File: src/verilog/can_cmd_pkg.sv
`default_nettype none
package can_cmd_pkg;
  // Word indices of the register map; byte address is four times the index
  localparam logic [1:0] CTRL_IDX = 2'h0;
  localparam logic [1:0] CMD_IDX = 2'h1;
  localparam logic [1:0] STAT_IDX = 2'h2;
  localparam logic [3:0] CTRL_ADDR = {CTRL_IDX, 2'h0};
  localparam logic [3:0] CMD_ADDR = {CMD_IDX, 2'h0};
  localparam logic [3:0] STAT_ADDR = {STAT_IDX, 2'h0};
  // Command register fields
  localparam int TX_REQUEST_BIT = 0;
  localparam int ABORT_TX_BIT = 1;
  localparam int RELEASE_RX_BIT = 2;
  localparam int CLEAR_OVERRUN_BIT = 3;
  localparam int SLEEP_BIT = 4;
  localparam int WAKE_MODE_BIT = 5;
  localparam int SWITCH_B_BIT = 6;
  localparam int SWITCH_A_BIT = 7;
  localparam logic [3:0] CMD_LOW_READ = 4'hf;
  // Status register fields
  localparam int RX_FULL_BIT = 0;
  localparam int DO_BIT = 1;
  localparam int TX_FREE_BIT = 2;
  localparam int TX_DONE_BIT = 3;
  localparam int TS_BIT = 5;
  // Control register field
  localparam int RESET_REQ_BIT = 0;
  // Values after reset
  localparam logic RESET_REQ_INIT = 1'b1;
  localparam logic SWITCH_INIT = 1'b1;
  localparam logic WAKE_MODE_INIT = 1'b0;
  localparam logic TX_DONE_INIT = 1'b1;
  localparam logic [31:0] READ_ZERO = 32'h0000_0000;
  // Least spacing the software keeps between two buffer releases
  localparam int RELEASE_GAP_CYCLES = 3;
  typedef enum logic [1:0] {ST_AWAKE, ST_ASLEEP, ST_WAIT_FREE} sleep_state_t;
endpackage : can_cmd_pkg
`default_nettype wire

File: src/verilog/flag_if.sv
`default_nettype none
interface flag_if;
  logic set;
  logic clr;
  logic q;
  modport ctrl (output set, output clr, input q);
  modport flag (input set, input clr, output q);
endinterface : flag_if
`default_nettype wire

File: src/verilog/can_command_ctrl.sv
// How it works
// Command bits 0 to 3 always read back as one.
// Command register sits at word index 1, switches high, request low.
// Wake mode one uses single-ended detection, zero uses differential.
// Sleep entered only with sleep bit set, no interrupt, no activity.
// Wake on sleep bit clear or bus activity, pulse wake-up interrupt.
// After bus wake, receiving waits for a bus-free condition.
// Sleep bit reads the real sleep state.
// Writing one to clear-overrun clears the overrun flag.
// Software clears overrun only with the second buffer release.
// Writing one to release frees the presented receive buffer.
// Software releases a buffer after reading it.
// Software spaces two buffer releases by at least 3 cycles.
// Abort cancels a pending request not yet started.
// Writing one to request starts a transmission; zero does nothing.
// Writing zero never cancels a pending request; only abort does.
// Bits 7 and 6 read back the receive-input switch settings.
// Switch bits route comparator inputs or reference to receiver.
// Software writes wake mode together with the sleep bit.
// Software checks completion after abort once buffer is released.
// Request clears completion flag; it stays clear when aborted.
// Release clears buffer-full flag; a stored message sets it.
// Request, abort, release, clear-overrun act as one-cycle pulses.
`default_nettype none
module can_command_ctrl import can_cmd_pkg::*; (
  input wire logic mclk,
  input wire logic srst,
  input wire logic [3:0] address,
  input wire logic read,
  input wire logic write,
  input wire logic [3:0] byteenable,
  input wire logic [31:0] writedata,
  output logic [31:0] readdata,
  output logic waitrequest,
  input wire logic tx_busy,
  input wire logic tx_done,
  input wire logic rx_msg_stored,
  input wire logic overrun_event,
  input wire logic can_irq_pending,
  input wire logic activity_single,
  input wire logic activity_diff,
  input wire logic bus_free,
  input wire logic bus_comparator_in_a,
  input wire logic bus_comparator_in_b,
  input wire logic half_ref_level,
  output logic tx_pending,
  output logic rx_release,
  output logic rx_enable,
  output logic sleeping,
  output logic wakeup_irq,
  output logic reset_request,
  output logic receiver_input_a,
  output logic receiver_input_b,
  output logic tx_complete_flag,
  output logic rx_buffer_full_flag,
  output logic overrun_flag
);
  logic wait_q;
  logic [31:0] rdata_q;
  logic reset_req_q;
  logic input_a_switch_on_q;
  logic input_b_switch_on_q;
  logic wakeup_detect_mode_q;
  logic sleep_request_q;
  logic tx_pending_q;
  logic rx_release_q;
  logic wake_irq_q;
  logic rx_a_q;
  logic rx_b_q;
  sleep_state_t state_q;
  sleep_state_t state_d;
  logic wr_ctrl;
  logic wr_cmd;
  logic tx_request_cmd;
  logic abort_tx_cmd;
  logic release_rx_buffer_cmd;
  logic clear_overrun_cmd;
  logic wake_activity;
  logic [7:0] status_byte;

  flag_if txc_f ();
  flag_if full_f ();
  flag_if do_f ();

  // One wait cycle per access, so read data always come from a flop
  always_ff @(posedge mclk) begin
    if (srst) begin
      wait_q <= 1'b1;
    end else if ((read || write) && wait_q) begin
      wait_q <= 1'b0;
    end else begin
      wait_q <= 1'b1;
    end
  end

  assign wr_ctrl = write && !wait_q && address == CTRL_ADDR && byteenable[0];
  assign wr_cmd = write && !wait_q && address == CMD_ADDR && byteenable[0];

  // Commands exist only in the accepting cycle; nothing is retained
  assign tx_request_cmd = wr_cmd && writedata[TX_REQUEST_BIT];
  assign abort_tx_cmd = wr_cmd && writedata[ABORT_TX_BIT];
  assign release_rx_buffer_cmd = wr_cmd && writedata[RELEASE_RX_BIT];
  assign clear_overrun_cmd = wr_cmd && writedata[CLEAR_OVERRUN_BIT];

  assign status_byte = {2'h0, tx_busy, 1'b0, txc_f.q,
                        !tx_pending_q && !tx_busy, do_f.q, full_f.q};

  always_ff @(posedge mclk) begin
    if (srst) begin
      rdata_q <= READ_ZERO;
    end else if (read && wait_q) begin
      if (address == CTRL_ADDR) begin
        rdata_q <= {31'h0, reset_req_q};
      end else if (address == CMD_ADDR) begin
        rdata_q <= {24'h0, input_a_switch_on_q, input_b_switch_on_q,
                    wakeup_detect_mode_q, state_q == ST_ASLEEP,
                    CMD_LOW_READ};
      end else if (address == STAT_ADDR) begin
        rdata_q <= {24'h0, status_byte};
      end else begin
        rdata_q <= READ_ZERO;
      end
    end
  end

  always_ff @(posedge mclk) begin
    if (srst) begin
      reset_req_q <= RESET_REQ_INIT;
    end else if (wr_ctrl) begin
      reset_req_q <= writedata[RESET_REQ_BIT];
    end
  end

  // Switches take effect at any time; software is advised to move
  // them only under reset request, the hardware does not enforce it
  always_ff @(posedge mclk) begin
    if (srst) begin
      input_a_switch_on_q <= SWITCH_INIT;
      input_b_switch_on_q <= SWITCH_INIT;
      wakeup_detect_mode_q <= WAKE_MODE_INIT;
    end else if (wr_cmd) begin
      input_a_switch_on_q <= writedata[SWITCH_A_BIT];
      input_b_switch_on_q <= writedata[SWITCH_B_BIT];
      wakeup_detect_mode_q <= writedata[WAKE_MODE_BIT];
    end
  end

  always_ff @(posedge mclk) begin
    if (srst) begin
      tx_pending_q <= 1'b0;
    end else if (tx_request_cmd) begin
      tx_pending_q <= 1'b1;
    end else if (abort_tx_cmd && !tx_busy) begin
      tx_pending_q <= 1'b0;
    end else if (tx_busy) begin
      tx_pending_q <= 1'b0;
    end
  end

  assign txc_f.set = tx_done;
  assign txc_f.clr = tx_request_cmd;
  sticky_flag #(.RESET_VAL(TX_DONE_INIT)) u_txc (.mclk(mclk), .srst(srst), .f(txc_f));

  assign full_f.set = rx_msg_stored;
  assign full_f.clr = release_rx_buffer_cmd;
  sticky_flag #(.RESET_VAL(1'b0)) u_full (.mclk(mclk), .srst(srst), .f(full_f));

  assign do_f.set = overrun_event;
  assign do_f.clr = clear_overrun_cmd;
  sticky_flag #(.RESET_VAL(1'b0)) u_do (.mclk(mclk), .srst(srst), .f(do_f));

  always_ff @(posedge mclk) begin
    if (srst) begin
      rx_release_q <= 1'b0;
    end else begin
      rx_release_q <= release_rx_buffer_cmd;
    end
  end

  assign wake_activity = wakeup_detect_mode_q ? activity_single : activity_diff;

  always_comb begin
    state_d = state_q;
    case (state_q)
      ST_AWAKE: begin
        if (sleep_request_q && !can_irq_pending && !wake_activity) begin
          state_d = ST_ASLEEP;
        end
      end
      ST_ASLEEP: begin
        if (wake_activity) begin
          state_d = ST_WAIT_FREE;
        end else if (!sleep_request_q) begin
          state_d = ST_AWAKE;
        end
      end
      ST_WAIT_FREE: begin
        if (bus_free) begin
          state_d = ST_AWAKE;
        end
      end
      default: begin
        state_d = ST_AWAKE;
      end
    endcase
  end

  always_ff @(posedge mclk) begin
    if (srst) begin
      state_q <= ST_AWAKE;
    end else begin
      state_q <= state_d;
    end
  end

  // A bus wake drops the request so the block does not sleep again at once
  always_ff @(posedge mclk) begin
    if (srst) begin
      sleep_request_q <= 1'b0;
    end else if (wr_cmd) begin
      sleep_request_q <= writedata[SLEEP_BIT];
    end else if (state_q == ST_ASLEEP && wake_activity) begin
      sleep_request_q <= 1'b0;
    end
  end

  always_ff @(posedge mclk) begin
    if (srst) begin
      wake_irq_q <= 1'b0;
    end else begin
      wake_irq_q <= state_q == ST_ASLEEP && state_d != ST_ASLEEP;
    end
  end

  // 0,0 keeps the last levels: the switches take no action
  always_ff @(posedge mclk) begin
    if (srst) begin
      rx_a_q <= 1'b1;
      rx_b_q <= 1'b1;
    end else if (input_a_switch_on_q && input_b_switch_on_q) begin
      rx_a_q <= bus_comparator_in_a;
      rx_b_q <= bus_comparator_in_b;
    end else if (input_a_switch_on_q) begin
      rx_a_q <= bus_comparator_in_a;
      rx_b_q <= half_ref_level;
    end else if (input_b_switch_on_q) begin
      rx_a_q <= half_ref_level;
      rx_b_q <= bus_comparator_in_b;
    end
  end

  logic rx_enable_q;
  logic sleeping_q;
  always_ff @(posedge mclk) begin
    if (srst) begin
      rx_enable_q <= 1'b1;
      sleeping_q <= 1'b0;
    end else begin
      rx_enable_q <= state_d == ST_AWAKE;
      sleeping_q <= state_d == ST_ASLEEP;
    end
  end

  assign readdata = rdata_q;
  assign waitrequest = wait_q;
  assign tx_pending = tx_pending_q;
  assign rx_release = rx_release_q;
  assign rx_enable = rx_enable_q;
  assign sleeping = sleeping_q;
  assign wakeup_irq = wake_irq_q;
  assign reset_request = reset_req_q;
  assign receiver_input_a = rx_a_q;
  assign receiver_input_b = rx_b_q;
  assign tx_complete_flag = txc_f.q;
  assign rx_buffer_full_flag = full_f.q;
  assign overrun_flag = do_f.q;
endmodule : can_command_ctrl
`default_nettype wire

File: src/verilog/sticky_flag.sv
`default_nettype none
module sticky_flag #(
  parameter logic RESET_VAL = 1'b0
) (
  input wire logic mclk,
  input wire logic srst,
  flag_if.flag f
);
  // Set wins so an event in the clearing cycle is kept
  always_ff @(posedge mclk) begin
    if (srst) begin
      f.q <= RESET_VAL;
    end else if (f.set) begin
      f.q <= 1'b1;
    end else if (f.clr) begin
      f.q <= 1'b0;
    end
  end
endmodule : sticky_flag
`default_nettype wire
File: config.mk
export PLATFORM = sky130hd
export DESIGN_NAME = can_command_ctrl
export DESIGN_NICKNAME = d
export VERILOG_FILES = /design/src/verilog/can_cmd_pkg.sv /design/src/verilog/flag_if.sv /design/src/verilog/can_command_ctrl.sv /design/src/verilog/sticky_flag.sv
export SDC_FILE = /design/constraint.sdc
export NUM_CORES = 1
export LEC_CHECK = 0
export BUFFER_PORTS_ARGS = -buffer_cell sky130_fd_sc_hd__buf_2
export CORE_UTILIZATION = 29
export CTS_CLUSTER_DIAMETER = 100
export DETAILED_ROUTE_END_ITERATION = 8
export SYNTH_ARGS = -nofsm -noshare
export SYNTH_HDL_FRONTEND = slang
export SYNTH_HIERARCHICAL = 1
export SYNTH_SLANG_ARGS = --single-unit
File: constraint.sdc
create_clock -name mclk -period 4.1 [get_ports mclk]
set_input_delay 0.615 -clock mclk [delete_from_list [all_inputs] [get_ports mclk]]
set_output_delay 0.615 -clock mclk [all_outputs]
set_load 0.02 [all_outputs]
==> impl_results.md, run 1 <==
- Outcome: finished clean
- Sequential share of the synthesized area: 39.7%
- Clk pin slew, worst setup/hold paths: 0.09 ns
- Overall die height: 69.2 um
- Critical Path AT: 2.04 ns
- Initial DRC count: 45
- Critical-path cell list: buf_2 -> nor4b_2 -> and3_1 -> nand2b_1 -> a21oi_2
- CP Max Fanout: 12
- Slowest stage cell, crit path: nor4b_2
- Synth Area per Inst: 8.98 um2
- Clock tree from TritonCTS: done
- Cell variety after synth: 39
- Vias in the first global route: 978
- Chip Width: 69.2 um
- Commonest non-fill, non-tap cell in the layout: buf_2
- Synth area leaders: dfxtp_1 (40%), buf_4 (14%), and3b_1 (4.0%)
- First-pass GRT wire length: 4.73 mm
- Worst path top cell family by delay: simple AND/OR/NAND/NOR gates
- Setup TNS: 0 ns
- Buf+Inv Stages, Crit Path: 1
- Synth Instances: 146
- Area growth, synth to finish: 19.5%
- CTS resizes: 0
- Worst Path Required: 4.26 ns
- Worst slew pin tran: 0.908 ns
- PwrDens: 350 nW/um2
- Share of layout cells above drive strength 1: 32.5%
- CTS Buffer Depth: 2
- Crit start category: input port
- Num CTS Buffers: 3
- Highest clock rate: 531 MHz
- DR vias: 1,095
- Peak VDD IR: 0.272 mV
- Synth top area share: 39.7%
- Global route overflow: 0
- Met3 usage: 4.80%
- All-Layer GR Usage: 12.5%
- Antenna Nets Post-Route: 0
- Routed wire per std cell: 12.0 um
- Mapped Area: 1310 um2
- Synth area leader: dfxtp_1
- Synthesized flop and latch total: 26
- Gp weighted congestion: 0.738
- Fin. Hold Viols: 0
- Worst Hold Slack: 0.454 ns
- RSZ-0062 raised after global routing: no
- Setup violators final: 0
- Final min period: 1.88 ns
- Diode count: 0
- Synth Area in Adders: 0%
- Skew final: 0.00253 ns
- Most frequent cells in the layout: buf_2 (47), dfxtp_1 (26), conb_1 (24)
- Static Leak: 0.731 nW
- Core box area: 4350 um2
- Hold-fix buffers, CTS: 0
- Final wirelength: 2.91 mm
- Simple-gate area share of the yosys netlist: 24.3%
- IO Count: 99
- Initial Util: 30.1%
- Post-synthesis xor/xnor area fraction: 0%
- Compound-Gate Fraction of Synth Area: 14.8%
- Met1 GRT Util: 16.8%
- Post CTS Setup Buffer Count: 0
- Drt first pass iters: 4
- DRC viols: 0
- Largest net degree at the start of global routing: 20
- FP Rows: 24
- Hpwl dp: 2.22 mm
- Number of port buffers: 47
- CP endpoint kind: flip-flop
- Ys async rst share: 0%
- H-tree Lvls: 1
- Clk Tree Root Cell: clkbuf_8
- Nets: 247
- YS warnings: 6
- Most used DFF post-synth: dfxtp_1
- Post-synthesis mux area share: 4.01%
- Max Cap Viol: 0
- DR vias/cell: 4.51
- Sink Count: 26
- Worst skew pair latency: 0.27 ns
- Hold WC Path Type: flip-flop to flip-flop
- EDFF count, synth: 0
- Largest family of logic cells by synthesized area: simple AND/OR/NAND/NOR gates
- Grt peak-use layer: met2
- Kind of critical path: input port to flip-flop
- Die area: 4790 um2
- Final critical-path share of the clock period: 45.9%
- Initial antenna violation count: 0
- Max incr delay on CP: 0.77 ns
- Slew Limit Headroom: 39.3%
- Met2 usage: 18.7%
- Count of final max-slew check failures: 0
==> synth_stat cells (2+ instances only) <==
| cell type | instances |
|---|---|
| nor2_1 | 4 |
| nand4_1 | 2 |
| dfxtp_1 | 26 |
| o21ai_0 | 4 |
| o211ai_1 | 5 |
| and3b_1 | 6 |
| a21oi_2 | 3 |
| nand2b_1 | 4 |
| nand2_1 | 11 |
| a21oi_1 | 9 |
| inv_1 | 5 |
| mux2_2 | 2 |
| mux2i_1 | 3 |
| clkbuf_1 | 4 |
| buf_4 | 25 |
| nand3_1 | 8 |
| and3_1 | 3 |
==> path summary, 6_finish.rpt <==
| kind | slack, ns | end | cells after the start | from |
|---|---|---|---|---|
| max | 2.22 | u_full/f.q | 5 | address[2] |
| min | 0.45 | readdata[2] | 2 | readdata[2] |
| max reg2reg | 2.76 | u_full/f.q | 4 | waitrequest |
| min reg2reg | 0.45 | readdata[2] | 2 | readdata[2] |
==> cells by family (layout without fill, tap and decap cells) <==
| logic type | count (synthesis) | in the layout |
|---|---|---|
| compound gates | 29 | 29 |
| buf+inv | 34 | 56 |
| flops | 26 | 26 |
| mux | 5 | 5 |
| other cells | 1 | 24 |
| simple gates | 51 | 51 |
==> registers in the layout (all words and copies together), names as in the netlist <==
signal / count
u_do/f.q: 1
state_q: 2
sleeping: 1
wakeup_detect_mode_q: 1
tx_pending: 1
rx_release: 1
input_b_switch_on_q: 1
rx_enable: 1
wakeup_irq: 1
readdata: 8
u_full/f.q: 1
input_a_switch_on_q: 1
receiver_input_a: 1
u_txc/f.q: 1
receiver_input_b: 1
sleep_request_q: 1
waitrequest: 1
reset_request: 1
==> tightest hold or removal path: stages, from the launching register on <==
cell and delay (ns):
dfxtp_1 0.32, nand2_1 0.05, a21oi_1 0.05
==> area by class of cell <==
cell class	instances	area, um2
Fill cell	487	2790
Tap cell	52	65.1
Timing Repair Buffer	47	235
Sequential cell	26	520
Inverter	5	18.8
Clock buffer	3	41.3
Clock inverter	1	30.0
Multi-Input combinational cell	109	656
==> through the flow <==
stage | cells | setup WS [ns] | util, % | area [um2] | power [W]
floorplan | 169 | 2.37 | - | 1400 | 0.000330
global placement | 239 | 1.96 | 34.3 | 1500 | 0.000337
detailed placement | 239 | 1.96 | 34.3 | 1500 | 0.000338
CTS | 243 | 2.26 | 36.0 | 1570 | 0.000555
global route | 243 | 2.16 | 36.0 | 1570 | 0.000572
finish | 243 | 2.22 | 36.0 | 1570 | 0.000548
==> layer usage <==
metal  wire, um  share of wire, %  up-vias
met3        224               7.7        5
li1           -                 -      556
met1       1370                47      489
met5          0                 0        -
met2       1290                44       45
met4         25              0.86        0
==> where the power goes <==
group          switching, W  leakage [nW]  total (W)  internal [W]
clock             0.0000853        0.0357   0.000216      0.000131
combinational     0.0000495         0.484  0.0000712     0.0000217
sequential       0.00000342         0.211   0.000260      0.000257
total              0.000138         0.731   0.000548      0.000409
Power figures use the tool's default switching activity.
==> run 2: changes to the inputs <==
- clock period: 4.1 -> 1.61 ns (I/O delays scaled with it)
==> impl_results.md, run 2 (synthesized netlist as in run 1, its figures left out) <==
- Outcome: finished clean (unchanged)
- Fin. Hold Viols: 0 (unchanged)
- Worst Hold Slack: 0.172 ns (was 0.454 ns)
- Sink Count: 26 (unchanged)
- DR vias/cell: 4.41 (was 4.51)
- Drt first pass iters: 4 (unchanged)
- DP Cell Count: 245 (was 239)
- Kind of critical path: flip-flop to flip-flop (was input port to flip-flop)
- CP Max Fanout: 4 (was 12)
- Vias in the first global route: 998 (was 978)
- Clk Tree Root Cell: clkbuf_8 (unchanged)
- Final wirelength: 2.87 mm (was 2.91 mm)
- Static Leak: 0.753 nW (was 0.731 nW)
- Initial antenna violation count: 0 (unchanged)
- CTS Buffer Depth: 2 (unchanged)
- Clk pin slew, worst setup/hold paths: 0.09 ns (about the same)
- PwrDens: 799 nW/um2 (was 350 nW/um2)
- DR vias: 1,097 (was 1,095)
- Overall die height: 69.2 um (unchanged)
- Final min period: 1.26 ns
- Hold WC Path Type: input port to flip-flop (was flip-flop to flip-flop)
- Core box area: 4350 um2 (unchanged)
- Hold path startpoint: tx_done (was readdata[2])
- Num CTS Buffers: 3 (unchanged)
- H-tree Lvls: 1 (unchanged)
- Post-layout util: 36.6% (was 36.0%)
- Number of port buffers: 47 (unchanged)
- RSZ-0062 raised after global routing: no (unchanged)
- Clock tree from TritonCTS: done (unchanged)
- Max Cap Viol: 0 (unchanged)
- Critical Path AT: 1.41 ns (was 2.04 ns)
- Setup TNS: 0 ns (unchanged)
- Share of layout cells above drive strength 1: 34.5% (was 32.5%)
- Count of final max-slew check failures: 0 (unchanged)
- Routed wire per std cell: 11.5 um (was 12.0 um)
- FP Rows: 24 (unchanged)
- Initial DRC count: 54 (was 45)
- FF-to-FF setup slack: 0.35 ns (was 2.76 ns)
- Chip Width: 69.2 um (unchanged)
- Max incr delay on CP: 0.39 ns (was 0.77 ns)
- Worst slew pin tran: 0.504 ns (was 0.908 ns)
- Hold-fix buffers, CTS: 0 (unchanged)
- Peak VDD IR: 0.288 mV (was 0.272 mV)
- Gp weighted congestion: 0.763 (was 0.738)
- Hold depth: 3 (was 2)
- CP endpoint kind: flip-flop (unchanged)
- Initial Util: 30.1% (unchanged)
- IO Count: 99 (unchanged)
- Reg-to-Reg Start: wakeup_detect_mode_q (was waitrequest)
- Final critical-path share of the clock period: 78.5%
- DRC viols: 0 (unchanged)
- Worst Path Required: 1.76 ns (was 4.26 ns)
- Antenna Nets Post-Route: 0 (unchanged)
- Die area: 4790 um2 (unchanged)
- Area growth, synth to finish: 21.7% (was 19.5%)
- Diode count: 0 (unchanged)
- Worst Hold End: u_txc/f.q (was readdata[2])
- Crit start category: flip-flop (was input port)
- Largest net degree at the start of global routing: 20 (unchanged)
- Finished Layout Cells: 249 (was 243)
- Reg2Reg Depth: 3 (was 4)
- CTS resizes: 0 (unchanged)
- Critical-path cell list: mux2i_1 -> nand4b_1 -> nor3b_1 (was buf_2 -> nor4b_2 -> and3_1 -> nand2b_1 -> a21oi_2)
- Nets: 253 (was 247)
- Post CTS Setup Buffer Count: 0 (unchanged)
- Most frequent cells in the layout: buf_2 (47), dfxtp_1 (26), conb_1 (24) (unchanged)
- All-Layer GR Usage: 12.4% (was 12.5%)
- Highest clock rate: 791 MHz
- Skew final: 0.00187 ns (was 0.00253 ns)
- Slew Limit Headroom: 66.3% (was 39.3%)
- Worst skew pair latency: 0.27 ns (about the same)
- Placed cell areas: 1540 um2 (was 1500 um2)
- Number of flip-flops in the largest register: 8 (unchanged)
- R2R Path End: wakeup_irq (was u_full/f.q)
- First-pass GRT wire length: 4.79 mm (was 4.73 mm)
- Fin area: 1600 um2 (was 1570 um2)
- Setup violators final: 0 (unchanged)
- Slowest stage cell, crit path: dfxtp_1 (was nor4b_2)
- Global route overflow: 0 (unchanged)
- Commonest non-fill, non-tap cell in the layout: buf_2 (unchanged)
- Hpwl dp: 2.26 mm (was 2.22 mm)
run 2: layout make-up:
cell class,count,area (um2)
Clock buffer,4,55.1
Fill cell,465,2760
Inverter,5,18.8
Sequential cell,26,520
Timing Repair Buffer,53,280
Tap cell,52,65.1
Multi-Input combinational cell,109,656
run 2: worst max path at each step:
stage	start	end	slack [ns]	depth (start not counted)
floorplan	waitrequest	u_full/f.q	0.23	5
global placement	address[1]	readdata[4]	0.11	4
detailed placement	address[1]	readdata[4]	0.11	4
CTS	wakeup_detect_mode_q	wakeup_irq	0.33	3
global route	wakeup_detect_mode_q	wakeup_irq	0.24	3
finish	wakeup_detect_mode_q	wakeup_irq	0.35	3
run 2: worst max-delay path, delay by kind of cell (launching register included):
kind / cells / cell delay [ns]
and+or+nand+nor: 2 / 0.43
muxes: 1 / 0.31
DFF: 1 / 0.39
run 2: routing by layer:
metal | GRT usage [%] | routed length [um] | vias up | share of wire, %
li1 | - | - | 562 | -
met1 | 17.8 | 1460 | 487 | 51
met2 | 17.9 | 1190 | 44 | 41
met3 | 2.62 | 186 | 4 | 6.5
met4 | 5.44 | 35 | 0 | 1.2
met5 | 0 | 0 | - | 0
run 2: metrics by stage:
stage / setup WS, ns / power, W
3_5_place_dp: 0.106 / 0.000870
5_1_grt: 0.238 / 0.00134
6_report: 0.347 / 0.00127
3_3_place_gp: 0.111 / 0.000869
2_1_floorplan: 0.227 / 0.000841
4_1_cts: 0.331 / 0.00129
run 2: power by group:
part	switching (W)	internal [W]	leakage, nW
clock network	0.000202	0.000218	0.0288
registers	0.00000875	0.000654	0.211
logic	0.000128	0.0000632	0.513
==> run 3: changes to the inputs <==
- clock period: 1.61 -> 1.12 ns (I/O delays scaled with it)
==> impl_results.md, run 3 (synthesized netlist as in run 1, its figures left out) <==
- Outcome: finished, violations left (was finished clean)
- Violated checks: setup timing
- Sw power: 0.000508 W (was 0.000339 W)
- Most frequent cells in the layout: buf_2 (46), conb_1 (24), dfxtp_1 (23) (was buf_2 (47), dfxtp_1 (26), conb_1 (24))
- Area growth, synth to finish: 39.0% (was 21.7%)
- Share of layout cells above drive strength 1: 46.5% (was 34.5%)
- DR vias/cell: 4.44 (was 4.41)
- Hold WC Path Type: input port to flip-flop (unchanged)
- Met2 usage: 19.4% (was 17.9%)
- Antenna Nets Post-Route: 0 (unchanged)
- Worst skew pair latency: 0.27 ns (about the same)
- Nets: 269 (was 253)
- Switching share of power: 26.8% (was 26.6%)
- Drt first pass iters: 4 (unchanged)
- Crit path setup slack, layout: -0.0133 ns (was 0.347 ns)
- Grt peak-use layer: met2 (unchanged)
- Clock share of power: 32.0% (was 33.0%)
- DRC viols: 0 (unchanged)
- DR vias: 1,177 (was 1,097)
- Overall die height: 69.2 um (unchanged)
- Count of final max-slew check failures: 0 (unchanged)
- RSZ-0062 raised after global routing: yes (was no)
- Chip Width: 69.2 um (unchanged)
- Comb pwr share: 17.6% (was 15.0%)
- Setup violators final: 1 (was 0)
- Initial DRC count: 31 (was 54)
- Routed wire per std cell: 11.7 um (was 11.5 um)
- Core box area: 4350 um2 (unchanged)
- Vias in the first global route: 1,040 (was 998)
- Peak VDD IR: 0.394 mV (was 0.288 mV)
- IO Count: 99 (unchanged)
- Worst Hold Slack: 0.0926 ns (was 0.172 ns)
- Initial antenna violation count: 0 (unchanged)
- FF-to-FF setup slack: 0.01 ns (was 0.35 ns)
- Largest net degree at the start of global routing: 19 (was 20)
- DP Cell Count: 258 (was 245)
- FP Rows: 24 (unchanged)
- Reg-to-Reg Start: state_q[0] (was wakeup_detect_mode_q)
- Number of flip-flops in the largest register: 8 (unchanged)
- Clock tree from TritonCTS: done (unchanged)
- Critical Path AT: 1.34 ns (was 1.41 ns)
- Seq pwr share: 50.4% (was 52.0%)
- Hold path startpoint: tx_done (unchanged)
- Static Leak: 0.860 nW (was 0.753 nW)
- Clk pin slew, worst setup/hold paths: 0.09 ns (about the same)
- Num CTS Buffers: 3 (unchanged)
- Hpwl dp: 2.40 mm (was 2.26 mm)
- Finished Layout Cells: 265 (was 249)
- Fin. Hold Viols: 0 (unchanged)
- Highest clock rate: 882 MHz
- Initial Util: 30.1% (unchanged)
- Clk Tree Root Cell: clkbuf_8 (unchanged)
- Pint: 0.00138 W (was 0.000936 W)
- CP endpoint kind: flip-flop (unchanged)
- Final min period: 1.13 ns
- Number of port buffers: 47 (unchanged)
- Crit path from: address[0] (was wakeup_detect_mode_q)
- Global route overflow: 0 (unchanged)
- PwrDens: 1040 nW/um2 (was 799 nW/um2)
- Gp weighted congestion: 0.750 (was 0.763)
- CTS Buffer Depth: 2 (unchanged)
- Reg2Reg Depth: 3 (unchanged)
- Met1 GRT Util: 16.2% (was 17.8%)
- Final critical-path share of the clock period: 101%
- Kind of critical path: input port to flip-flop (was flip-flop to flip-flop)
- Worst Path Required: 1.33 ns (was 1.76 ns)
- H-tree Lvls: 1 (unchanged)
- CP Max Fanout: 4 (unchanged)
- Sink Count: 26 (unchanged)
- Skew final: 0.00527 ns (was 0.00187 ns)
- Die area: 4790 um2 (unchanged)
- Hold depth: 3 (unchanged)
- Met3 usage: 3.34% (was 2.62%)
- All-Layer GR Usage: 12.5% (was 12.4%)
- Max Cap Viol: 0 (unchanged)
- Final wirelength: 3.11 mm (was 2.87 mm)
- First-pass GRT wire length: 4.80 mm (was 4.79 mm)
- Crit start category: input port (was flip-flop)
- Diode count: 0 (unchanged)
- Commonest non-fill, non-tap cell in the layout: buf_2 (unchanged)
[run 3: cell count changes in the layout (fill, tap and decap cells not counted), sizes merged]
cell / before / now
buf: 53 / 69
[run 3: what timing repair did]
| item | in CTS | in global routing |
|---|---|---|
| setup buffers | 0 | 3 |
| endpoints found under the hold margin | 0 | 0 |
| endpoints found under the setup margin | 6 | 15 |
| hold buffers | 0 | 0 |
| pin swaps | 2 | 13 |
| resized for setup | 5 | 14 |
[run 3: worst max-delay path, cell delays in order]
cell     delay (ns)
buf_2          0.12
or4b_4         0.54
or3_4          0.40
a21oi_2        0.11
[run 3: area by class of cell]
cell class,instances,area [um2]
inverter,5,18.8
multi-input combinational,109,731
sequential,26,527
tap,52,65.1
clock buffer,4,55.1
fill,459,2530
timing repair buffer,69,427
[run 3: final timing paths]
path,end
worst max register to register,rx_enable
worst max-delay path,readdata[4]
worst min register to register,readdata[6]
worst min-delay path,u_txc/f.q
[run 3: per-layer routing]
| metal | vias up | wire, um |
|---|---|---|
| met4 | 0 | 45 |
| met5 | - | 0 |
| met2 | 45 | 1440 |
| met3 | 5 | 206 |
| li1 | 596 | - |
| met1 | 531 | 1420 |
[run 3: power by group through the flow]
stage / clock network (W) / logic (W) / registers, W
2_1_floorplan: 0 / 0.000223 / 0.000996
3_3_place_gp: 0 / 0.000317 / 0.000974
3_5_place_dp: 0 / 0.000318 / 0.000975
4_1_cts: 0.000633 / 0.000320 / 0.000954
5_1_grt: 0.000662 / 0.000364 / 0.000956
6_report: 0.000606 / 0.000333 / 0.000953
[run 3: per-stage QoR]
stage          setup WS (ns)  utilization (%)  area, um2  total power [W]  setup TNS (ns)
2_1_floorplan        -0.0787                -       1440          0.00122          -0.222
3_3_place_gp          -0.219             38.6       1680          0.00129           -2.31
3_5_place_dp          -0.236             38.6       1680          0.00129           -2.33
4_1_cts             -0.00713             40.3       1760          0.00191        -0.00713
5_1_grt              -0.0321             41.9       1820          0.00198          -0.206
6_report             -0.0133             41.9       1820          0.00189         -0.0133
